$ cat config.mk
export PLATFORM = sky130hd
export DESIGN_NAME = fsh_host_ctrl
export DESIGN_NICKNAME = d
export VERILOG_FILES = /design/src/inc/fsh_pkg.sv /design/src/inc/fsh_pin_if.sv /design/src/fsh_host_ctrl.sv /design/src/fsh_pin_engine.sv
export SDC_FILE = /design/constraint.sdc
export NUM_CORES = 1
export LEC_CHECK = 0
export ABC_CLOCK_PERIOD_IN_PS = 2050
export BUFFER_PORTS_ARGS = -buffer_cell sky130_fd_sc_hd__buf_2
export CORE_ASPECT_RATIO = 1.1
export CORE_UTILIZATION = 46
export DETAILED_ROUTE_END_ITERATION = 10
export PLACE_DENSITY = 0.76
export SYNTH_ARGS = -nofsm -noshare
export SYNTH_HDL_FRONTEND = slang
export SYNTH_SLANG_ARGS = --single-unit
$ cat constraint.sdc
create_clock -name clk_sys_in -period 2.05 [get_ports clk_sys_in]
set_clock_uncertainty 0.15 [all_clocks]
set_input_delay 0.41 -clock clk_sys_in [delete_from_list [all_inputs] [get_ports clk_sys_in]]
set_output_delay 0.41 -clock clk_sys_in [all_outputs]
set_load 0.05 [all_outputs]
$ cat src/inc/fsh_pkg.sv
// Purpose: constants shared by the flash status host controller
// Assumes: 20 MHz system clock, AHB-Lite register access
// Notes: device status layout and command codes, host register map
package fsh_pkg;
   // ---------------------------------------------------------------
   // host register map (byte addresses)
   // ---------------------------------------------------------------
   localparam logic [7:0] FSH_REG_CTRL = 8'h00;
   localparam logic [7:0] FSH_REG_ADDR = 8'h04;
   localparam logic [7:0] FSH_REG_WDATA = 8'h08;
   localparam logic [7:0] FSH_REG_RDATA = 8'h0C;
   localparam logic [7:0] FSH_REG_STAT = 8'h10;
   // ctrl fields
   localparam int FSH_CTRL_GO = 0;
   localparam int FSH_CTRL_WRITE = 1;
   localparam int FSH_CTRL_WIDE = 2;
   localparam int FSH_CTRL_POLL = 3;
   localparam int FSH_CTRL_RST = 4;
   localparam int FSH_CTRL_WP = 5;
   // status fields
   localparam int FSH_STAT_BUSY = 0;
   localparam int FSH_STAT_READY = 1;
   localparam int FSH_STAT_VALID = 2;
   // ---------------------------------------------------------------
   // device status word
   // ---------------------------------------------------------------
   localparam int FSH_SEQ_READY_BIT = 7;
   localparam int FSH_ERASE_SUSP_BIT = 6;
   localparam int FSH_ERASE_FAIL_BIT = 5;
   localparam int FSH_PROG_FAIL_BIT = 4;
   localparam int FSH_SUPPLY_FAULT_BIT = 3;
   localparam int FSH_PROG_SUSP_BIT = 2;
   localparam logic [7:0] FSH_RESERVED_MASK = 8'hFC;
   // ---------------------------------------------------------------
   // commands
   // ---------------------------------------------------------------
   localparam logic [7:0] FSH_CMD_READ_ARRAY = 8'hFF;
   localparam logic [7:0] FSH_CMD_READ_STATUS = 8'h70;
   localparam logic [7:0] FSH_CMD_RESUME = 8'hD0;
   localparam logic [7:0] FSH_CMD_SUSPEND = 8'hB0;
   // ---------------------------------------------------------------
   // pin timing
   // ---------------------------------------------------------------
   localparam int FSH_CLK_MHZ = 20;
   localparam int FSH_ACCESS_NS = 100;
   localparam int FSH_ACCESS_CYC = (FSH_ACCESS_NS * FSH_CLK_MHZ + 999) / 1000;
   localparam int FSH_RECOVER_NS = 50;
   localparam int FSH_RECOVER_CYC = (FSH_RECOVER_NS * FSH_CLK_MHZ + 999) / 1000;
   localparam int FSH_ADDR_W = 20;
   localparam int FSH_DATA_W = 16;
endpackage

$ cat src/inc/fsh_pin_if.sv
// Purpose: carries one access request from the register front end to the pin engine
// Assumes: single clock domain
// Notes: start is a one-cycle pulse, done a one-cycle pulse
`timescale 1ns/1ps
interface fsh_pin_if;
   logic start;
   logic wr;
   logic wide;
   logic [19:0] addr;
   logic [15:0] wdata;
   logic [15:0] rdata;
   logic busy;
   logic done;
   modport master (output start, output wr, output wide, output addr, output wdata,
      input rdata, input busy, input done);
   modport engine (input start, input wr, input wide, input addr, input wdata,
      output rdata, output busy, output done);
endinterface

$ cat src/fsh_host_ctrl.sv
// Purpose: AHB-Lite controlled host that drives a dual-bank flash through its pins
// Assumes: single 20 MHz clock, synchronous active-high reset
// Notes: software issues single pin cycles; status polls are masked and qualified here
`timescale 1ns/1ps
module fsh_host_ctrl
   import fsh_pkg::*;
(
   input wire logic clk_sys_in,
   input wire logic sys_rst_in,
   input wire logic hsel_in,
   input wire logic [31:0] haddr_in,
   input wire logic [1:0] htrans_in,
   input wire logic hwrite_in,
   input wire logic [2:0] hsize_in,
   input wire logic [31:0] hwdata_in,
   input wire logic hready_in,
   output logic [31:0] hrdata_out,
   output logic hreadyout_out,
   output logic hresp_out,
   input wire logic [15:0] dq_in,
   output logic [15:0] dq_out,
   output logic [15:0] dq_oe_out,
   output logic [19:0] addr_out,
   output logic ce_n_out,
   output logic oe_n_out,
   output logic we_n_out,
   output logic byte_n_out,
   output logic reset_powerdown_n_out,
   output logic write_protect_n_out
);
   fsh_pin_if pin ();

   // ---------------------------------------------------------------
   // bus front end
   // ---------------------------------------------------------------
   logic aw_q, aw_d;
   logic ar_q, ar_d;
   logic [7:0] aa_q, aa_d;
   logic [5:0] ctrl_q, ctrl_d;
   logic [19:0] addr_q, addr_d;
   logic [15:0] wdata_q, wdata_d;
   logic [15:0] rdata_q, rdata_d;
   logic ready_q, ready_d;
   logic valid_q, valid_d;
   logic start_q, start_d;
   logic [31:0] hrdata_q, hrdata_d;

   function automatic logic addr_hit(input logic [7:0] a, input logic [7:0] reg_off);
      addr_hit = (a == reg_off);
   endfunction

   logic take;
   assign take = hsel_in && hready_in && htrans_in[1];

   // ---------------------------------------------------------------
   // register writes and pin cycle launch
   // ---------------------------------------------------------------
   always_comb begin
      aw_d = take && hwrite_in;
      ar_d = take && !hwrite_in;
      aa_d = take ? haddr_in[7:0] : aa_q;
      ctrl_d = ctrl_q;
      addr_d = addr_q;
      wdata_d = wdata_q;
      start_d = 1'b0;
      ctrl_d[FSH_CTRL_GO] = 1'b0;
      if (aw_q) begin
         if (addr_hit(aa_q, FSH_REG_CTRL)) begin
            ctrl_d = hwdata_in[5:0];
            // go is a strobe, never stored
            ctrl_d[FSH_CTRL_GO] = 1'b0;
            // no strobes while reset pin low
            // refused, not queued: a cycle on a device held in reset is lost anyway
            start_d = hwdata_in[FSH_CTRL_GO] && !hwdata_in[FSH_CTRL_RST] && !pin.busy && !start_q;
         end
         if (addr_hit(aa_q, FSH_REG_ADDR)) begin
            addr_d = hwdata_in[19:0];
         end
         if (addr_hit(aa_q, FSH_REG_WDATA)) begin
            wdata_d = hwdata_in[15:0];
         end
      end
   end

   always_ff @(posedge clk_sys_in) begin
      if (sys_rst_in) begin
         aw_q <= 1'b0;
         ar_q <= 1'b0;
         aa_q <= 8'h00;
         ctrl_q <= 6'h04;
         addr_q <= 20'h00000;
         wdata_q <= 16'h0000;
         start_q <= 1'b0;
      end else begin
         aw_q <= aw_d;
         ar_q <= ar_d;
         aa_q <= aa_d;
         ctrl_q <= ctrl_d;
         addr_q <= addr_d;
         wdata_q <= wdata_d;
         start_q <= start_d;
      end
   end

   // ---------------------------------------------------------------
   // status capture
   // ---------------------------------------------------------------
   always_comb begin
      rdata_d = rdata_q;
      ready_d = ready_q;
      valid_d = valid_q;
      if (start_d) begin
         valid_d = 1'b0;
      end
      // a completion in the launch cycle still sets: it belongs to the older cycle
      if (pin.done) begin
         if (ctrl_q[FSH_CTRL_POLL]) begin
            rdata_d = {8'h00, pin.rdata[7:0] & FSH_RESERVED_MASK};
            ready_d = pin.rdata[FSH_SEQ_READY_BIT];
            valid_d = pin.rdata[FSH_SEQ_READY_BIT];
         end else begin
            rdata_d = pin.rdata;
         end
      end
   end

   always_ff @(posedge clk_sys_in) begin
      if (sys_rst_in) begin
         rdata_q <= 16'h0000;
         ready_q <= 1'b0;
         valid_q <= 1'b0;
      end else begin
         rdata_q <= rdata_d;
         ready_q <= ready_d;
         valid_q <= valid_d;
      end
   end

   // ---------------------------------------------------------------
   // register read mux
   // ---------------------------------------------------------------
   // decoded in the address phase so the answer leaves a flop with no wait state
   always_comb begin
      hrdata_d = 32'h00000000;
      if (ar_d) begin
         case (haddr_in[7:0])
            FSH_REG_CTRL: hrdata_d = {26'h0000000, ctrl_q};
            FSH_REG_ADDR: hrdata_d = {12'h000, addr_q};
            FSH_REG_WDATA: hrdata_d = {16'h0000, wdata_q};
            FSH_REG_RDATA: hrdata_d = {16'h0000, rdata_q};
            FSH_REG_STAT: hrdata_d = {29'h00000000, valid_q, ready_q, pin.busy};
            default: hrdata_d = 32'h00000000;
         endcase
      end
   end

   always_ff @(posedge clk_sys_in) begin
      if (sys_rst_in) begin
         hrdata_q <= 32'h00000000;
      end else begin
         hrdata_q <= hrdata_d;
      end
   end

   // zero-wait slave: every transfer completes in its data phase
   assign hreadyout_out = 1'b1;
   assign hresp_out = 1'b0;
   assign hrdata_out = hrdata_q;

   // ---------------------------------------------------------------
   // pin engine
   // ---------------------------------------------------------------
   assign pin.start = start_q;
   assign pin.wr = ctrl_q[FSH_CTRL_WRITE];
   assign pin.wide = ctrl_q[FSH_CTRL_WIDE];
   assign pin.addr = addr_q;
   assign pin.wdata = wdata_q;

   fsh_pin_engine u_eng (
      .clk_sys_in(clk_sys_in),
      .sys_rst_in(sys_rst_in),
      .req(pin),
      .dq_in(dq_in),
      .dq_out(dq_out),
      .dq_oe_out(dq_oe_out),
      .addr_out(addr_out),
      .ce_n_out(ce_n_out),
      .oe_n_out(oe_n_out),
      .we_n_out(we_n_out),
      .byte_n_out(byte_n_out)
   );

   // reset pin released high in reset
   assign reset_powerdown_n_out = !ctrl_q[FSH_CTRL_RST];
   assign write_protect_n_out = !ctrl_q[FSH_CTRL_WP];
endmodule // fsh_host_ctrl

$ cat src/fsh_pin_engine.sv
// Purpose: runs one strobe cycle on the flash pins
// Assumes: device strobes sampled by the device asynchronously
// Notes: every read opens with a fresh falling edge of chip select and output enable
`timescale 1ns/1ps
module fsh_pin_engine
   import fsh_pkg::*;
(
   input wire logic clk_sys_in,
   input wire logic sys_rst_in,
   fsh_pin_if.engine req,
   input wire logic [15:0] dq_in,
   output logic [15:0] dq_out,
   output logic [15:0] dq_oe_out,
   output logic [19:0] addr_out,
   output logic ce_n_out,
   output logic oe_n_out,
   output logic we_n_out,
   output logic byte_n_out
);
   typedef enum {ST_IDLE, ST_SETUP, ST_STROBE, ST_RECOVER} fsh_eng_e;
   fsh_eng_e st_q, st_d;
   logic [3:0] cnt_q, cnt_d;
   logic wr_q, wr_d;
   logic wide_q, wide_d;
   logic [19:0] addr_q, addr_d;
   logic [15:0] wdata_q, wdata_d;
   logic [15:0] rdata_q, rdata_d;
   logic done_q, done_d;

   // ---------------------------------------------------------------
   // sequencing
   // ---------------------------------------------------------------
   always_comb begin
      st_d = st_q;
      cnt_d = cnt_q;
      wr_d = wr_q;
      wide_d = wide_q;
      addr_d = addr_q;
      wdata_d = wdata_q;
      rdata_d = rdata_q;
      done_d = 1'b0;
      case (st_q)
         ST_IDLE: begin
            if (req.start) begin
               wr_d = req.wr;
               wide_d = req.wide;
               addr_d = req.addr;
               wdata_d = req.wdata;
               st_d = ST_SETUP;
            end
         end
         ST_SETUP: begin
            cnt_d = 4'(FSH_ACCESS_CYC);
            st_d = ST_STROBE;
         end
         ST_STROBE: begin
            if (cnt_q <= 4'h1) begin
               if (!wide_q) begin
                  rdata_d = {8'h00, dq_in[7:0]};
               end else begin
                  rdata_d = dq_in;
               end
               st_d = ST_RECOVER;
               cnt_d = 4'(FSH_RECOVER_CYC);
            end else begin
               cnt_d = cnt_q - 4'h1;
            end
         end
         ST_RECOVER: begin
            if (cnt_q <= 4'h1) begin
               st_d = ST_IDLE;
               done_d = 1'b1;
            end else begin
               cnt_d = cnt_q - 4'h1;
            end
         end
         default: st_d = ST_IDLE;
      endcase
   end

   always_ff @(posedge clk_sys_in) begin
      if (sys_rst_in) begin
         st_q <= ST_IDLE;
         cnt_q <= 4'h0;
         wr_q <= 1'b0;
         wide_q <= 1'b1;
         addr_q <= 20'h00000;
         wdata_q <= 16'h0000;
         rdata_q <= 16'h0000;
         done_q <= 1'b0;
      end else begin
         st_q <= st_d;
         cnt_q <= cnt_d;
         wr_q <= wr_d;
         wide_q <= wide_d;
         addr_q <= addr_d;
         wdata_q <= wdata_d;
         rdata_q <= rdata_d;
         done_q <= done_d;
      end
   end

   // ---------------------------------------------------------------
   // pins
   // ---------------------------------------------------------------
   logic active;
   assign active = (st_q == ST_STROBE);
   assign ce_n_out = !(st_q == ST_SETUP || active);
   assign oe_n_out = !(active && !wr_q);
   assign we_n_out = !(active && wr_q);
   assign byte_n_out = wide_q;
   assign addr_out = addr_q;
   always_comb begin
      dq_out = wdata_q;
      dq_oe_out = 16'h0000;
      if (!wide_q) begin
         dq_out = {addr_q[0], 7'h00, wdata_q[7:0]};
         dq_oe_out = 16'h8000;
      end
      if ((st_q == ST_SETUP || active) && wr_q) begin
         dq_oe_out = wide_q ? 16'hFFFF : 16'h80FF;
      end
   end
   assign req.rdata = rdata_q;
   assign req.busy = (st_q != ST_IDLE);
   assign req.done = done_q;
endmodule // fsh_pin_engine

==> flow_metrics.env <==
export IMPL_status="complete, but fails checks"
export IMPL_violations="design-rule violations, negative setup slack"
export IMPL_wl_mm=14.6
export IMPL_clockBufferDepth=2
export IMPL_crit_required_ps=1490
export IMPL_postRouteAntennaNets=0
export IMPL_clkLatencyLatePin_ps=420
export IMPL_slew_headroom_pct=61.5
export IMPL_root_buffer="clkbuf_16"
export IMPL_timing_final_ws_setup_ps=-53.3
export IMPL_finalCritPeriodShare_pct=103
export IMPL_dpl_hpwl_mm=9.79
export IMPL_ys_ff_latch=150
export IMPL_power_total_mw=7.40
export IMPL_die_w_um=112
export IMPL_grt_pass1_vias=4753
export IMPL_synth_ff_type="dfxtp_1"
export IMPL_async_flop_share_pct=0
export IMPL_mostFrequentLayoutCell="nand2_1"
export IMPL_finalHoldViolCount=0
export IMPL_area_delta_synth_final_pct=24.5
export IMPL_power_density_nw_per_um2=973
export IMPL_cp_arrival_ps=1540
export IMPL_netlist_area_um2=6110
export IMPL_drt_pre_antenna_iters=8
export IMPL_synth_edff_count=0
export IMPL_cts_tree="built"
export IMPL_min_path_type="input port to flop"
export IMPL_seq_area_um2=3010
export IMPL_drive_gt1_share_pct=26.6
export IMPL_coreArea_um2=12800
export IMPL_ir_worst_vdd_v=0.000595
export IMPL_routed_via_density=5.12
export IMPL_cp_max_fo=7
export IMPL_setup_viol=12
export IMPL_avgRoutedWirePerCell_um=14.8
export IMPL_antenna_found_initial=0
export IMPL_p_leak_nw=3.20
export IMPL_layout_common_cells="nand2_1 (159), dfxtp_1 (147), buf_2 (107)"
export IMPL_yosysWarnings=0
export IMPL_initial_core_util_pct=47.7
export IMPL_ys_seq_area_share_pct=49.1
export IMPL_fmax_mhz=475
export IMPL_place_gp_congestion=0.865
export IMPL_worst_pin_slew_ps=578
export IMPL_finalCriticalPeriod_ps=2100
export IMPL_cts_sinks=150
export IMPL_multi_input_area_um2=2710
export IMPL_grt_pass1_wl_mm=23.7
export IMPL_std_cell_rows=43
export IMPL_cts_buffers=17
export IMPL_finalNonFillerCells=987
export IMPL_synth_cells=711
export IMPL_critPathLaunchType="flop"
export IMPL_drv_cap=0
export IMPL_final_nets=912
export IMPL_cts_clk_slew_worst_paths_ps=60
export IMPL_antenna_diode_count=0
export IMPL_syn_avg_cell_area_um2=8.59
export IMPL_finalInstanceArea_um2=7610
export IMPL_dieArea_um2=13800
export IMPL_drc=6
export IMPL_drt_iter0_drc=432
export IMPL_htreeDepth=4
export IMPL_vias=5054
export IMPL_overflow=0
export IMPL_grt_setup_unrepaired="true"
export IMPL_grt_max_degree=132
export IMPL_place_area_um2=6780
export IMPL_slew_violations=0
export IMPL_synthDistinctLibCells=45
export IMPL_ioPinCount=182
export IMPL_timing_worst_setup_path_type="flop to primary output"
export IMPL_io_buffers=127
export IMPL_end_kind="primary output"
export IMPL_die_h_um=123
export IMPL_fillCellCount=1134
export IMPL_grt_usage_pct=22.2
export IMPL_placed_cells=951
[final timing paths]
kind	start	to	slack, ps	cells after the start
worst min-delay path	dq_in[7]	u_eng.req.rdata[7]	70	3
worst max-delay path	u_eng.st_q[0]	dq_oe_out[14]	-50	4
worst min register to register	u_eng.addr_out[19]	u_eng.addr_out[19]	300	2
worst max register to register	u_eng.cnt_q[0]	u_eng.cnt_q[3]	150	7
[power by group]
part | switching, mW | internal, mW | leakage [nW]
sequential | 0.0627 | 2.97 | 1.21
combinational | 0.523 | 0.394 | 1.68
clock | 1.24 | 2.21 | 0.315
[cell usage after synthesis, types with 2 or more instances]
cell | number | share of area, %
nand2b_1 | 16 | 1.6
nor2b_1 | 2 | 0.20
mux2i_1 | 31 | 5.1
conb_1 | 2 | 0.12
nor3_1 | 6 | 0.49
o21ai_0 | 2 | 0.16
clkbuf_1 | 38 | 2.3
buf_1 | 4 | 0.25
nand2_1 | 159 | 9.8
nor2_1 | 51 | 3.1
ha_1 | 5 | 1.0
mux4_2 | 3 | 1.1
nand3_1 | 13 | 1.1
o22ai_1 | 2 | 0.20
dfxtp_1 | 150 | 49
a22oi_1 | 14 | 1.7
buf_2 | 3 | 0.25
and3_1 | 3 | 0.31
inv_1 | 9 | 0.55
buf_4 | 35 | 4.3
nand4_1 | 2 | 0.20
mux2_2 | 16 | 2.9
nor4_1 | 3 | 0.31
nand3b_1 | 11 | 1.4
and2b_1 | 3 | 0.37
and2_1 | 13 | 1.3
or3_1 | 2 | 0.20
a221oi_1 | 2 | 0.29
a21oi_1 | 94 | 7.7
a211oi_1 | 2 | 0.25
[cell families after synthesis]
kind of cell / Yosys count / synth area share (%)
multiplexers: 50 / 9.13
adder cells (fa/ha/maj): 5 / 1.02
AND/OR/NAND/NOR: 294 / 21.9
buffers and inverters: 90 / 7.86
flip-flops: 150 / 49.1
AO/OA/AOI/OAI: 120 / 10.8
other: 2 / 0.123
[sequential cells by signal (all words and copies together), names as in the netlist, 2 cells and up]
register         count
aa_q                 8
u_eng.wdata_q       16
ctrl_q               5
pin.wdata           16
addr_q              20
u_eng.st_q           2
u_eng.cnt_q          4
rdata_q             16
u_eng.req.rdata     16
hrdata_out          20
u_eng.addr_out      20
[layer usage]
metal	up-vias	share of wire [%]	global-route usage, %
met1	2341	46	28.9
li1	2539	-	-
met4	0	1.6	7.94
met2	159	47	35.6
met3	15	6.1	5.83
met5	-	0	0
[critical path, cell delays in order, from the launching register on]
cell and delay [ps]:
dfxtp_2 340, inv_2 60, ha_4 290, and3_4 260
buf_6 180
[through the flow]
step / hold slack [ps] / setup TNS (ps) / util [%] / setup slack [ps]
after detailed placement: 293 / -752 / 52.9 / -117
after CTS: 64.5 / -354 / 59.0 / -45.3
after global routing: 72.2 / -1270 / 59.4 / -115
final: 72.8 / -443 / 59.4 / -53.3
after floorplan: 282 / -38.1 / - / -6.34
after global placement: 290 / -411 / 52.9 / -96.4
[timing repair]
action,in CTS,in global routing
pin swaps,1,0
setup buffers,2,1
gates cloned,1,0
hold buffers,0,0
gates resized for setup,33,17
endpoints found under the setup margin,18,28
[cell type report]
| type | instances | share of cell area, % |
|---|---|---|
| clock buffer | 19 | 5.82 |
| tap | 157 | 2.58 |
| timing repair buffer | 155 | 13.2 |
| clock inverter | 13 | 2.81 |
| sequential | 150 | 39.5 |
| multi-input combinational | 484 | 35.6 |
| inverter | 9 | 0.444 |
(Power assumes the default switching activity.)
